`config.mk`:
```
export PLATFORM = sky130hd
export DESIGN_NAME = tef_top
export DESIGN_NICKNAME = d
export VERILOG_FILES = /design/src/tef_pkg.sv /design/src/tef_top.sv
export SDC_FILE = /design/constraint.sdc
export NUM_CORES = 1
export LEC_CHECK = 0
export BUFFER_PORTS_ARGS = -buffer_cell sky130_fd_sc_hd__buf_2
export CORE_ASPECT_RATIO = 1.1
export CORE_MARGIN = 8
export CORE_UTILIZATION = 45
export DETAILED_ROUTE_END_ITERATION = 8
export GPL_ROUTABILITY_DRIVEN = 0
export GPL_TIMING_DRIVEN = 0
export PLACE_DENSITY = 0.66
export SLEW_MARGIN = 10
export SYNTH_ARGS = -nofsm -noshare
export SYNTH_HDL_FRONTEND = slang
export SYNTH_SLANG_ARGS = --single-unit
```
`constraint.sdc`:
```
create_clock -name aclk -period 5.9 [get_ports aclk]
set_input_delay 0.59 -clock aclk [delete_from_list [all_inputs] [get_ports aclk]]
set_output_delay 0.59 -clock aclk [all_outputs]
set_load 0.05 [all_outputs]
```
`src/tef_pkg.sv`:
```
package tef_pkg;
    localparam int NCH = 2;
    localparam int ADDR_W = 8;
    localparam logic [ADDR_W-1:0] OFS_CTRL = 8'h00;
    localparam logic [ADDR_W-1:0] OFS_MOD = 8'h04;
    localparam logic [ADDR_W-1:0] OFS_CNT = 8'h08;
    localparam logic [ADDR_W-1:0] OFS_CH_BASE = 8'h10;
    localparam logic [ADDR_W-1:0] CH_STRIDE = 8'h08;
    localparam logic [ADDR_W-1:0] OFS_CH_CTL = 8'h00;
    localparam logic [ADDR_W-1:0] OFS_CH_VAL = 8'h04;
    // control register fields
    localparam int CTRL_RUN_BIT = 0;
    localparam int CTRL_CAS_BIT = 1;
    localparam int CTRL_WIE_BIT = 2;
    localparam int FLAG_BIT = 7;
    // channel control fields
    localparam int CHC_ELS_LO = 0;
    localparam int CHC_MODE_LO = 2;
    localparam int CHC_IE_BIT = 4;
    localparam logic [2:0] CTRL_RST = 3'h0;
    localparam logic [4:0] CHC_RST = 5'h00;
    localparam logic [15:0] ZERO16 = 16'h0000;
    localparam logic [15:0] MAX16 = 16'hFFFF;
    localparam logic [15:0] ONE16 = 16'h0001;
    localparam logic [1:0] MODE_CAPT = 2'h0;
    localparam logic [1:0] RESP_OKAY = 2'h0;
    localparam logic [1:0] RESP_SLVERR = 2'h2;
endpackage

```
`src/tef_top.sv`:
```
// Decided for this implementation: the register offsets and register access over AXI4-Lite.
`timescale 1ns/100ps
module tef_top (
    input wire logic aclk,
    input wire logic aresetn,
    input wire logic [tef_pkg::ADDR_W-1:0] awaddr,
    input wire logic awvalid,
    output logic awready,
    input wire logic [31:0] wdata,
    input wire logic [3:0] wstrb,
    input wire logic wvalid,
    output logic wready,
    output logic [1:0] bresp,
    output logic bvalid,
    input wire logic bready,
    input wire logic [tef_pkg::ADDR_W-1:0] araddr,
    input wire logic arvalid,
    output logic arready,
    output logic [31:0] rdata,
    output logic [1:0] rresp,
    output logic rvalid,
    input wire logic rready,
    input wire logic [tef_pkg::NCH-1:0] capture_in,
    output logic irq
);
    import tef_pkg::*;

    ////////////////////////////////////////////////////////////////////////
    // functions
    function automatic logic ch_hit(input logic [ADDR_W-1:0] a, input int n,
                                    input logic [ADDR_W-1:0] ofs);
        return a == ADDR_W'(OFS_CH_BASE + n * CH_STRIDE + ofs);
    endfunction

    function automatic logic [15:0] wmerge(input logic [15:0] old,
                                           input logic [31:0] d,
                                           input logic [3:0] s);
        return {s[1] ? d[15:8] : old[15:8], s[0] ? d[7:0] : old[7:0]};
    endfunction

    // returns {flag, arm}
    function automatic logic [1:0] flag_step(input logic flag, input logic arm,
                                             input logic evt, input logic rd,
                                             input logic wr, input logic wbit);
        logic clr;
        logic f;
        logic a;
        clr = arm & wr & ~wbit;
        f = evt | (flag & ~clr);
        a = ~evt & ((rd & flag) | (arm & ~wr));
        return {f, a};
    endfunction

    ////////////////////////////////////////////////////////////////////////
    // state
    logic acc_r;
    logic bvalid_r;
    logic [1:0] bresp_r;
    logic arready_r;
    logic rvalid_r;
    logic [1:0] rresp_r;
    logic [31:0] rdata_r;
    logic irq_r;
    logic [2:0] ctrl_r;
    logic [15:0] mod_r;
    logic [15:0] cnt_r;
    logic down_r;
    logic wrap_flag_r;
    logic wrap_arm_r;
    logic [4:0] chc_r [NCH];
    logic [15:0] chv_r [NCH];
    logic [NCH-1:0] ch_flag_r;
    logic [NCH-1:0] ch_arm_r;
    logic [NCH-1:0] cap_s1_r;
    logic [NCH-1:0] cap_s2_r;
    logic [NCH-1:0] cap_d_r;

    ////////////////////////////////////////////////////////////////////////
    // bus decode
    wire wr_fire = acc_r & awvalid & wvalid;
    wire rd_fire = arready_r & arvalid;
    wire lane0 = wstrb[0];
    wire wr_sel_ctrl = awaddr == OFS_CTRL;
    wire wr_sel_mod = awaddr == OFS_MOD;
    wire wr_sel_cnt = awaddr == OFS_CNT;
    wire rd_sel_ctrl = araddr == OFS_CTRL;
    wire rd_sel_mod = araddr == OFS_MOD;
    wire rd_sel_cnt = araddr == OFS_CNT;
    wire wr_ctrl = wr_fire & wr_sel_ctrl;
    wire wr_mod = wr_fire & wr_sel_mod;
    wire wr_cnt = wr_fire & wr_sel_cnt;
    wire rd_ctrl = rd_fire & rd_sel_ctrl;
    logic [NCH-1:0] wr_chc;
    logic [NCH-1:0] wr_chv;
    logic [NCH-1:0] rd_chc;
    logic [NCH-1:0] wr_ch_any;
    logic [NCH-1:0] rd_ch_any;
    always_comb begin
        for (int i = 0; i < NCH; i++) begin
            wr_chc[i] = wr_fire & ch_hit(awaddr, i, OFS_CH_CTL);
            wr_chv[i] = wr_fire & ch_hit(awaddr, i, OFS_CH_VAL);
            rd_chc[i] = rd_fire & ch_hit(araddr, i, OFS_CH_CTL);
            wr_ch_any[i] = ch_hit(awaddr, i, OFS_CH_CTL) | ch_hit(awaddr, i, OFS_CH_VAL);
            rd_ch_any[i] = ch_hit(araddr, i, OFS_CH_CTL) | ch_hit(araddr, i, OFS_CH_VAL);
        end
    end
    wire wr_map = wr_sel_ctrl | wr_sel_mod | wr_sel_cnt
                  | (|wr_ch_any);
    wire rd_map = rd_sel_ctrl | rd_sel_mod | rd_sel_cnt
                  | (|rd_ch_any);

    logic [31:0] rd_mux;
    always_comb begin
        rd_mux = 32'h00000000;
        if (araddr == OFS_CTRL) begin
            rd_mux[FLAG_BIT] = wrap_flag_r;
            rd_mux[2:0] = ctrl_r;
        end
        if (araddr == OFS_MOD) begin
            rd_mux[15:0] = mod_r;
        end
        if (araddr == OFS_CNT) begin
            rd_mux[15:0] = cnt_r;
        end
        for (int i = 0; i < NCH; i++) begin
            if (ch_hit(araddr, i, OFS_CH_CTL)) begin
                rd_mux[FLAG_BIT] = ch_flag_r[i];
                rd_mux[4:0] = chc_r[i];
            end
            if (ch_hit(araddr, i, OFS_CH_VAL)) begin
                rd_mux[15:0] = chv_r[i];
            end
        end
    end

    ////////////////////////////////////////////////////////////////////////
    // counter
    wire run = ctrl_r[CTRL_RUN_BIT];
    wire center = ctrl_r[CTRL_CAS_BIT];
    wire [15:0] top = (mod_r == ZERO16) ? MAX16 : mod_r;
    wire at_top = ~down_r & (cnt_r == mod_r);
    wire at_bot = down_r & (cnt_r == ZERO16);
    wire dir_nxt = at_top ? 1'b1 : (at_bot ? 1'b0 : down_r);
    wire lin_wrap = cnt_r == top;
    wire wrap_evt = run & (center ? at_top : lin_wrap);
    logic [15:0] cnt_nxt;
    always_comb begin
        cnt_nxt = cnt_r;
        if (wr_cnt) begin
            cnt_nxt = ZERO16;
        end else if (run && center) begin
            cnt_nxt = dir_nxt ? cnt_r - ONE16 : cnt_r + ONE16;
        end else if (run) begin
            cnt_nxt = lin_wrap ? ZERO16 : cnt_r + ONE16;
        end
    end
    wire down_nxt = wr_cnt ? 1'b0 : ((run & center) ? dir_nxt : 1'b0);

    ////////////////////////////////////////////////////////////////////////
    // channel events
    wire [NCH-1:0] rise = cap_s2_r & ~cap_d_r;
    wire [NCH-1:0] fall = ~cap_s2_r & cap_d_r;
    logic [NCH-1:0] capt_mode;
    logic [NCH-1:0] ch_evt;
    logic [NCH-1:0] cap_evt;
    always_comb begin
        for (int i = 0; i < NCH; i++) begin
            capt_mode[i] = ~center & (chc_r[i][CHC_MODE_LO+:2] == MODE_CAPT);
            cap_evt[i] = capt_mode[i] & ((chc_r[i][CHC_ELS_LO] & rise[i])
                         | (chc_r[i][CHC_ELS_LO+1] & fall[i]));
            // compare, edge pwm and both center pwm matches
            ch_evt[i] = capt_mode[i] ? cap_evt[i]
                        : (run & (cnt_r == chv_r[i]));
        end
    end

    ////////////////////////////////////////////////////////////////////////
    // flags and interrupt
    wire [1:0] wrap_step = flag_step(wrap_flag_r, wrap_arm_r, wrap_evt, rd_ctrl,
                                     wr_ctrl & lane0, wdata[FLAG_BIT]);
    logic [NCH-1:0] ch_flag_nxt;
    logic [NCH-1:0] ch_arm_nxt;
    logic [NCH-1:0] ch_ie;
    logic [1:0] st;
    always_comb begin
        st = 2'h0;
        for (int i = 0; i < NCH; i++) begin
            st = flag_step(ch_flag_r[i], ch_arm_r[i], ch_evt[i], rd_chc[i],
                           wr_chc[i] & lane0, wdata[FLAG_BIT]);
            ch_flag_nxt[i] = st[1];
            ch_arm_nxt[i] = st[0];
            ch_ie[i] = chc_r[i][CHC_IE_BIT];
        end
    end
    wire irq_nxt = (wrap_flag_r & ctrl_r[CTRL_WIE_BIT]) | (|(ch_flag_r & ch_ie));

    ////////////////////////////////////////////////////////////////////////
    // registers
    wire [15:0] ctrl_wm = wmerge({13'h0000, ctrl_r}, wdata, wstrb);
    logic [15:0] chc_wm [NCH];
    always_comb begin
        for (int i = 0; i < NCH; i++) begin
            chc_wm[i] = wmerge({11'h000, chc_r[i]}, wdata, wstrb);
        end
    end

    always_ff @(posedge aclk) begin
        if (!aresetn) begin
            ctrl_r <= CTRL_RST;
            mod_r <= ZERO16;
        end else begin
            if (wr_ctrl) begin
                ctrl_r <= ctrl_wm[2:0];
            end
            if (wr_mod) begin
                mod_r <= wmerge(mod_r, wdata, wstrb);
            end
        end
    end

    always_ff @(posedge aclk) begin
        if (!aresetn) begin
            cnt_r <= ZERO16;
            down_r <= 1'b0;
        end else begin
            cnt_r <= cnt_nxt;
            down_r <= down_nxt;
        end
    end

    ////////////////////////////////////////////////////////////////////////
    // wrap flag and request
    always_ff @(posedge aclk) begin
        if (!aresetn) begin
            wrap_flag_r <= 1'b0;
            wrap_arm_r <= 1'b0;
            irq_r <= 1'b0;
        end else begin
            wrap_flag_r <= wrap_step[1];
            wrap_arm_r <= wrap_step[0];
            irq_r <= irq_nxt;
        end
    end

    ////////////////////////////////////////////////////////////////////////
    // channel registers
    always_ff @(posedge aclk) begin
        for (int i = 0; i < NCH; i++) begin
            if (!aresetn) begin
                chc_r[i] <= CHC_RST;
                chv_r[i] <= ZERO16;
            end else begin
                if (wr_chc[i]) begin
                    chc_r[i] <= chc_wm[i][4:0];
                end
                if (wr_chv[i]) begin
                    chv_r[i] <= wmerge(chv_r[i], wdata, wstrb);
                end else if (cap_evt[i]) begin
                    chv_r[i] <= cnt_r;
                end
            end
        end
    end

    always_ff @(posedge aclk) begin
        for (int i = 0; i < NCH; i++) begin
            if (!aresetn) begin
                ch_flag_r[i] <= 1'b0;
                ch_arm_r[i] <= 1'b0;
            end else begin
                ch_flag_r[i] <= ch_flag_nxt[i];
                ch_arm_r[i] <= ch_arm_nxt[i];
            end
        end
    end

    ////////////////////////////////////////////////////////////////////////
    // capture pin synchroniser
    always_ff @(posedge aclk) begin
        if (!aresetn) begin
            cap_s1_r <= '0;
            cap_s2_r <= '0;
        end else begin
            cap_s1_r <= capture_in;
            cap_s2_r <= cap_s1_r;
        end
    end

    always_ff @(posedge aclk) begin
        if (!aresetn) begin
            cap_d_r <= '0;
        end else begin
            cap_d_r <= cap_s2_r;
        end
    end

    ////////////////////////////////////////////////////////////////////////
    // axi4-lite handshakes
    always_ff @(posedge aclk) begin
        if (!aresetn) begin
            acc_r <= 1'b0;
            bvalid_r <= 1'b0;
            bresp_r <= RESP_OKAY;
        end else begin
            acc_r <= ~acc_r & ~bvalid_r & awvalid & wvalid;
            if (wr_fire) begin
                bvalid_r <= 1'b1;
                bresp_r <= wr_map ? RESP_OKAY : RESP_SLVERR;
            end else if (bready) begin
                bvalid_r <= 1'b0;
            end
        end
    end

    always_ff @(posedge aclk) begin
        if (!aresetn) begin
            arready_r <= 1'b0;
            rvalid_r <= 1'b0;
            rresp_r <= RESP_OKAY;
            rdata_r <= 32'h00000000;
        end else begin
            arready_r <= ~arready_r & ~rvalid_r & arvalid;
            if (rd_fire) begin
                rvalid_r <= 1'b1;
                rresp_r <= rd_map ? RESP_OKAY : RESP_SLVERR;
                rdata_r <= rd_mux;
            end else if (rready) begin
                rvalid_r <= 1'b0;
            end
        end
    end

    ////////////////////////////////////////////////////////////////////////
    // outputs
    assign awready = acc_r;
    assign wready = acc_r;
    assign bvalid = bvalid_r;
    assign bresp = bresp_r;
    assign arready = arready_r;
    assign rvalid = rvalid_r;
    assign rresp = rresp_r;
    assign rdata = rdata_r;
    assign irq = irq_r;
endmodule

```
==> results.ini, run 1 <==
[outcome]
outcome=finished clean

[place]
dp_hpwl_um=16900
portBuffers=63
dpl_cell_area_mm2=0.00730

[routing]
dr.pass1.iters=5
drt_iter0_markers=607
detail_route.wirelength.met1_um=9160
drc=0
routed_length_per_instance_um=20.5
wl_met2_um=10300
routed_wl_um=22000
antenna_violating_nets_post_route=0
dr_total_vias=6245
post_drt_via_cell_ratio=5.83
top_layer_used=met4
met3RoutedLength_um=1580

[timing]
final-max-slew-violation-count=0
timing_hold_violations_final=0
rsz0062_at_grt=false
final.min_clock_period_ps=2980
final-setup-viol-count=0
actual_slew_at_the_worst_max_slew_pin_ps=1000
finalCritPeriodShare=0.505
summed_negative_setup_slack_over_all_endpoints_ps=0
maxSlewHeadroom=0.325
max_freq_ghz=0.335
clock_skew_ps=11.7

[worst_setup_path]
critical_path_at_ps=3300
critical_path_peak_fanout=10
worst-endpoint-required_ps=6220
crit_path_end_kind=flip-flop
criticalPathCategory=reg2reg
regToRegSetupSlack_ps=2920
worstSetupStartpointType=flip-flop

[global_routing]
grt_overflow_total=0
grt_antenna_before_repair=0
groute.usage.overall=0.234
first_global_vias=6153
grt_pass1_wl_um=34200
grt_start_max_net_pins=17

[finish]
layout_common_cells=nand2_1, dfxtp_1, buf_2, nor2_1, clkbuf_1
final_nets=931
share_of_layout_cells_above_drive_strength_1=0.150
antenna_cells_inserted=0
fin_area_mm2=0.00795
num-fill-cells=1359
syn2layout_area_growth_pct=19.0

[floorplan]
core_mm2=0.0145
die_area_mm2=0.0190
die_y_um=144
starting_density_of_the_core=0.461
top_level_ports=103
die_x_um=132
core.rowCount=46

[clock_network]
cts_hold_buf=0
insertion_delay_ps=430
tritoncts.num_buffers=17
resized_after_cts=0
cts.clk_slew.worst_paths_ps=50
clk_root_buffer_cell=clkbuf_16
htree_num_levels=4
clock_sinks=113
cts_setup_buffers=0
clock_tree.buffer_depth=2
tritoncts=built

[synthesis]
synth.yosys.warnings=0
synthesis.area_mm2=0.00669
synth-main-ff-cell=dfxtp_1
postSynth.asyncResetShare=0
ys_types=68
netlist_instances=768
synth_seq_area_share=0.401
synth.ff_latch_count=113
synth_enable_flop_cells=42
syn_avg_cell_area_um2=8.70

[power]
power_per_cell_area_mw_per_mm2=279
intPower_mw=1.69
power_switching_mw=0.534
power.static_leakage_nw=3.09
report.power.total_mw=2.22
power_switching_share=0.240
clock_power_share=0.518
ir_worst_vdd_mv=0.208
fraction_of_power_consumed_by_sequential_logic=0.381
power_frac_comb=0.101

[flow_run]
cap_viol_max_count=0

[worst_hold_path]
holdCritPathClass=in2reg

-- critical path, stage by stage (launching register included) --
cell,delay (ps)
dfxtp_1,340
clkbuf_1,520
nand3_1,310
o32ai_1,380
o2111ai_1,230
or2_1,260
buf_2,170
nor2_1,200
o21ai_0,210
and3_1,240
-- Yosys cell counts, types with 14 or more instances --
| cell type | number | share of area |
|---|---|---|
| dfxtp_1 | 71 | 0.21 |
| nand2_1 | 71 | 0.040 |
| nor2_1 | 69 | 0.039 |
| edfxtp_1 | 42 | 0.19 |
| clkbuf_1 | 40 | 0.022 |
| o21ai_0 | 35 | 0.026 |
| a21oi_1 | 29 | 0.022 |
| a22oi_1 | 28 | 0.031 |
| mux2i_1 | 26 | 0.039 |
| and2_1 | 25 | 0.023 |
| xnor2_1 | 24 | 0.031 |
| a21boi_0 | 23 | 0.026 |
| buf_4 | 23 | 0.026 |
| inv_1 | 23 | 0.013 |
| nand3_1 | 20 | 0.015 |
| nor2b_1 | 20 | 0.019 |
| a22o_1 | 18 | 0.024 |
| nand2b_1 | 15 | 0.014 |
| xor2_1 | 15 | 0.020 |
| nor3_1 | 14 | 0.010 |
-- sequential cells by signal, summed over array words and instances (netlist names), 3 cells and up --
| name | flops |
|---|---|
| chc_r | 10 |
| chv_r | 32 |
| cnt_r | 16 |
| ctrl_r | 3 |
| mod_r | 16 |
| rdata | 16 |
-- logic make-up (layout without fill, tap and decap cells) --
kind of cell               count (synthesis)  after routing  synth area share
DFF                                      113            113             0.401
other                                      1             18          0.000561
AOI/OAI and AO/OA                        196            196             0.206
xor gates and xnor gates                  39             39            0.0511
and+or+nand+nor                          293            293             0.224
muxes                                     27             27            0.0406
adders and majority gates                  3              3           0.00562
buffers and inverters                     96            191            0.0713
-- per-layer routing --
layer,GRT usage,vias to the layer above
met5,0,-
met1,0.277,2958
met3,0.0555,68
met4,0.132,0
li1,-,2927
met2,0.384,292
-- metrics by stage --
| step | hold WS [ps] | setup slack [ps] | utilization | cells |
|---|---|---|---|---|
| floorplan | 412 | 3430 | - | 785 |
| global placement | 428 | 2470 | 0.504 | 1040 |
| detailed placement | 425 | 2520 | 0.504 | 1040 |
| CTS | 381 | 2920 | 0.548 | 1072 |
| global route | 386 | 2680 | 0.548 | 1072 |
| finish | 382 | 2920 | 0.548 | 1072 |
-- cell type report --
class,count,area (um2),area share
multi-input combinational,576,3590,0.451
sequential,113,2680,0.337
clock buffer,20,437,0.0549
buffer,73,390,0.0491
timing repair buffer,63,315,0.0396
tap,192,240,0.0302
clock inverter,12,213,0.0267
inverter,23,86.3,0.0109
-- final timing paths --
kind	depth (start not counted)	from	endpoint
max	9	cnt_r[11]	wrap_arm_r
min	2	capture_in[1]	cap_s1_r[1]
max reg2reg	9	cnt_r[11]	wrap_arm_r
min reg2reg	1	bvalid	awready
-- power by group through the flow --
stage / logic (mW) / registers, mW / clock network, mW
finish: 0.225 / 0.847 / 1.15
global placement: 0.219 / 0.862 / 0
CTS: 0.221 / 0.847 / 1.15
floorplan: 0.133 / 0.882 / 0
global route: 0.240 / 0.849 / 1.19
detailed placement: 0.220 / 0.863 / 0
(Power assumes the default switching activity.)
==> run 2, diff against run 1 <==
ABC_AREA = 1   (was default)
PLACE_DENSITY = 0.65   (was 0.66)
clock period = 3.1 ns   (was 5.9 ns; I/O delays follow)
==> run 2 against run 1 <==
  * Clock power grew 63%
  * Wire length is 7.8% higher
  * Largest cell class unchanged
  * Critical path type unchanged
  * Register-to-register slack got worse by 2400 ps
  * Largest power group unchanged
==> results.ini, run 2 <==
[outcome]
outcome=finished clean

[synthesis]
synthDominantAreaCellType=dfxtp_1
compound_gate_portion_of_the_synthesized_area=0.179
synth-adder-area-share=0.00545
synthMostInstantiatedCell=nand2_1
synth.top_cells.by_area=dfxtp_1, edfxtp_1, nand2_1
syn_avg_cell_area_um2=6.86
synth_mux_area_frac=0
synth.yosys.warnings=0
synth_top_area_frac=0.206
synth-simple-area-share=0.284
synth_seq_area_share=0.390
dominant_combinational_cell_family_by_area_after_synthesis=simple AND/OR/NAND/NOR gates
ys_types=45
synth_enable_flop_cells=42
netlist_instances=1003
synth-xor-area-share=0.0254
synth-main-ff-cell=dfxtp_1
postSynth.asyncResetShare=0
synth_top_cells_by_count=nand2_1, nor2_1, inv_1
synth.ff_latch_count=113
synthesis.area_mm2=0.00688

[worst_hold_path]
holdCritPathClass=in2reg
hold_path_sink=cap_s1_r[0]
hold_start=capture_in[0]
min_delay_path_depth=3

[clock_network]
cts_setup_buffers=0
tritoncts.num_buffers=17
cts_hold_buf=0
tritoncts=built
insertion_delay_ps=430
clock_tree.buffer_depth=2
clock_sinks=113
clk_root_buffer_cell=clkbuf_16
htree_num_levels=4
resized_after_cts=0
cts.clk_slew.worst_paths_ps=60

[floorplan]
core_mm2=0.0150
core.rowCount=47
die_y_um=146
die_x_um=134
top_level_ports=103
die_area_mm2=0.0195
starting_density_of_the_core=0.459

[global_routing]
global_route.usage.met3=0.0501
first_global_vias=6867
groute.usage.overall=0.240
grt_busiest_layer=met2
grt_pass1_wl_um=36800
grt_antenna_before_repair=0
grt_overflow_total=0
met1_usage=0.303
grt_start_max_net_pins=17
grt_use_met2=0.380

[place]
dp_hpwl_um=18100
portBuffers=66

[worst_setup_path]
crit_path_end_kind=flip-flop
critical_path_peak_fanout=10
worstSetupStartpointType=flip-flop
worst-endpoint-required_ps=3370
regToRegSetupSlack_ps=540
crit-reg2reg-capture=chv_r[1][14]
worstReg2RegStart=ctrl_r[1]
criticalPathCategory=reg2reg
worst_r2r_path_depth=7
critical_path_at_ps=2820

[timing]
max_freq_ghz=0.391
maxSlewHeadroom=0.492
final-setup-viol-count=0
final-max-slew-violation-count=0
final.min_clock_period_ps=2560
actual_slew_at_the_worst_max_slew_pin_ps=756
finalCritPeriodShare=0.825
timing_hold_violations_final=0
rsz0062_at_grt=false
clock_skew_ps=9.17
summed_negative_setup_slack_over_all_endpoints_ps=0

[routing]
routed_wl_um=23700
dr_total_vias=7241
dr.pass1.iters=8
post_drt_via_cell_ratio=5.51
routed_length_per_instance_um=18.0
antenna_violating_nets_post_route=0
drt_iter0_markers=799
drc=0

[power]
fraction_of_power_consumed_by_sequential_logic=0.425
power_per_cell_area_mw_per_mm2=466
power_frac_comb=0.076
power_switching_mw=1.01
ir_worst_vdd_mv=0.323
intPower_mw=2.76
power.static_leakage_nw=3.69
clock_power_share=0.500
power_switching_share=0.268

[finish]
regArea_mm2=0.00268
share_of_layout_cells_above_drive_strength_1=0.154
mostFrequentLayoutCell=nand2_1
max_flop_register=chv_r
layout_common_cells=nand2_1, nor2_1, inv_1
num-fill-cells=1531
finish.utilization=0.539
antenna_cells_inserted=0
syn2layout_area_growth_pct=17.4
largest_register_ffs=32
final_nets=1169
multiInputGateArea_mm2=0.00347

[flow_run]
cap_viol_max_count=0

## run 2: cell types whose count changed after synthesis, sizes merged, moves of 27 or more
cell	change
nor2	+59
o22ai	+30
nand3	+38
nand2	+168
inv	+96
a22oi	-27
a21oi	+51
o21ai	+32
## run 2: power by group through the flow
stage	clock network, mW	logic [mW]	registers [mW]
after floorplan	0	0.163	1.65
after global placement	0	0.281	1.63
after detailed placement	0	0.281	1.63
after CTS	1.88	0.282	1.60
after global routing	1.95	0.306	1.60
final	1.88	0.285	1.60
## run 2: critical path, stage by stage, from the launching register on
cell,delay [ps]
dfxtp_1,390
nor3_1,300
inv_1,160
a211o_1,340
a21oi_2,400
clkbuf_1,450
o21ai_0,160
a21oi_1,190
## run 2: how the worst max path moves through the flow
stage / slack [ps] / cells after the start / end / startpoint
floorplan: 1020 / 7 / chv_r[1][0] / awready
global placement: 630 / 7 / chv_r[1][14] / ctrl_r[1]
detailed placement: 640 / 7 / chv_r[1][14] / ctrl_r[1]
CTS: 610 / 7 / chv_r[1][14] / ctrl_r[1]
global route: 430 / 7 / chv_r[1][14] / ctrl_r[1]
finish: 540 / 7 / chv_r[1][14] / ctrl_r[1]
## run 2: cell families after synthesis
group                    Yosys count
AO/OA/AOI/OAI                    217
adder cells (fa/ha/maj)            3
other                              1
buffers and inverters            182
AND/OR/NAND/NOR                  467
flip-flops                       113
XOR/XNOR                          20
## run 2: cell type report
cell class,instances,area share
plain buffers,63,0.0430
inverters,119,0.0553
repair buffers,66,0.0409
clock buffers,17,0.0526
clock inverters,15,0.0166
flip-flops and latches,113,0.332
multi-input cells,725,0.429
well taps,196,0.0303
## run 2: through the flow
| stage | hold WS, ps | power, mW | area, um2 | std cells | worst slack (ps) |
|---|---|---|---|---|---|
| 5_1_grt | 78.6 | 3.86 | 8080 | 1314 | 425 |
| 3_3_place_gp | 393 | 1.91 | 7520 | 1282 | 625 |
| 6_report | 59.8 | 3.77 | 8080 | 1314 | 541 |
| 3_5_place_dp | 397 | 1.91 | 7520 | 1282 | 640 |
| 4_1_cts | 66.1 | 3.77 | 8080 | 1314 | 607 |
| 2_1_floorplan | 390 | 1.82 | 6950 | 1020 | 1020 |
## run 2: routing by layer
metal	wire, um	vias up	part of all wire
li1	-	3510	-
met1	9950	3303	0.42
met2	10900	366	0.46
met3	1920	62	0.081
met4	890	0	0.038
met5	0	-	0
==> run 3, diff against run 2 <==
ABC_AREA = 0   (was 1)
PLACE_DENSITY = 0.68   (was 0.65)
clock period = 2.2 ns   (was 3.1 ns; I/O delays follow)
==> run 3 against run 2 <==
  * The flow now finishes with violations (negative setup slack)
  * Combinational power grew 130%
  * Global-route usage decreased by 0.42 points
  * Final cell count shrank 15%
  * Critical path type unchanged
  * Highest routed layer unchanged
==> results.ini, run 3 (synthesis results as in run 1) <==
[outcome]
outcome=complete, but fails checks
failed_checks=negative setup slack

[timing]
final-setup-viol-count=19
worst_hold_margin_ps=64.4
actual_slew_at_the_worst_max_slew_pin_ps=748
finalCritPeriodShare=1.17
rsz0062_at_grt=true
summed_negative_setup_slack_over_all_endpoints_ps=-4900
timing_hold_violations_final=0
clock_skew_ps=8.21
finalWorstSetupSlack_ps=-367
max_freq_ghz=0.390
final-max-slew-violation-count=0
final.min_clock_period_ps=2570
maxSlewHeadroom=0.501

[floorplan]
top_level_ports=103
die_area_mm2=0.0190
die_y_um=144
starting_density_of_the_core=0.461
core_mm2=0.0145
die_x_um=132
core.rowCount=46

[finish]
syn2layout_area_growth_pct=29.9
layout.cells.non_filler=1112
layout_common_cells=nand2_1, buf_2, nor2_1
final_nets=971
fin_area_mm2=0.00869
mostFrequentLayoutCell=nand2_1
max_flop_register=chv_r
largest_register_ffs=32
num-fill-cells=1255
antenna_cells_inserted=0
share_of_layout_cells_above_drive_strength_1=0.268
regArea_mm2=0.00270
multiInputGateArea_mm2=0.00390
finish.utilization=0.599

[power]
ir_worst_vdd_mv=0.591
report.power.total_mw=5.86
power.static_leakage_nw=3.39
power_per_cell_area_mw_per_mm2=675

[routing]
dr_total_vias=6654
antenna_violating_nets_post_route=0
dr.pass1.iters=5
routed_wl_um=23300
drc=0
drt_iter0_markers=586
post_drt_via_cell_ratio=5.98
routed_length_per_instance_um=21.0

[worst_setup_path]
crit_slowest_cell=dfxtp_1
cp_slowest_stage_delay_ps=750
critical_path_peak_fanout=10
critical_path_at_ps=2890
crit_path_end_kind=flip-flop
worst_path_dominant_cell_family=flip-flops
cp_cell_sequence=nand4_1 > o32ai_2 > o2111ai_4 > or2_1 > buf_6 > o21ai_4 > nor2_1 > mux2_2
critPathBufInv=1
worst-endpoint-required_ps=2520
worstSetupStartpointType=flip-flop
criticalPathCategory=reg2reg

[place]
dp_hpwl_um=16600
dpl.cell_count=1040
portBuffers=63
pre_cts_ws_ps=-741
dpl_cell_area_mm2=0.00733

[global_routing]
grt_pass1_wl_um=34500
grt_antenna_before_repair=0
groute.usage.overall=0.236
grt_overflow_total=0
first_global_vias=6285
grt_start_max_net_pins=17

[clock_network]
clock_sinks=113
cts.clk_slew.worst_paths_ps=60
insertion_delay_ps=430
htree_num_levels=4
tritoncts=built
tritoncts.num_buffers=17
clock_tree.buffer_depth=2
clk_root_buffer_cell=clkbuf_16

[flow_run]
cap_viol_max_count=0

[worst_hold_path]
holdCritPathClass=in2reg

run 3: worst min-delay path, stage by stage:
cell and delay, ps:
buf_2 70, nand2b_1 80, a21boi_0 70
run 3: final cells by class:
cell class / instances / share of cell area
repair buffers: 106 / 0.0768
clock buffers: 18 / 0.0494
flip-flops and latches: 113 / 0.311
well taps: 192 / 0.0277
plain buffers: 70 / 0.0536
clock inverters: 14 / 0.0219
multi-input cells: 576 / 0.449
inverters: 23 / 0.0108
run 3: what timing repair did:
item,CTS,global route
hold buffers,2,0
cloned,1,4
buffers inserted,16,22
endpoints found under the setup margin,72,68
pin swaps,12,20
endpoints found under the hold margin,2,0
gates resized for setup,58,64
run 3: final timing paths:
check / to / slack, ps / cells past startpoint / from
setup / recovery: cnt_r[5] / -370 / 8 / cnt_r[4]
hold / removal: bvalid / 60 / 3 / bready
setup reg to reg: cnt_r[5] / -370 / 8 / cnt_r[4]
hold reg to reg: awready / 440 / 1 / bvalid
run 3: report_power, final:
part / internal (mW) / switching [mW] / total, mW / leakage, nW
clock: 1.89 / 1.04 / 2.92 / 0.290
sequential: 2.23 / 0.0513 / 2.28 / 1.01
combinational: 0.229 / 0.431 / 0.660 / 2.09
run 3: layer usage:
layer,wire length (um),track usage,part of all wire
met4,1400,0.161,0.060
met2,10900,0.385,0.47
met3,2010,0.0594,0.086
met5,0,0,0
met1,9020,0.270,0.39
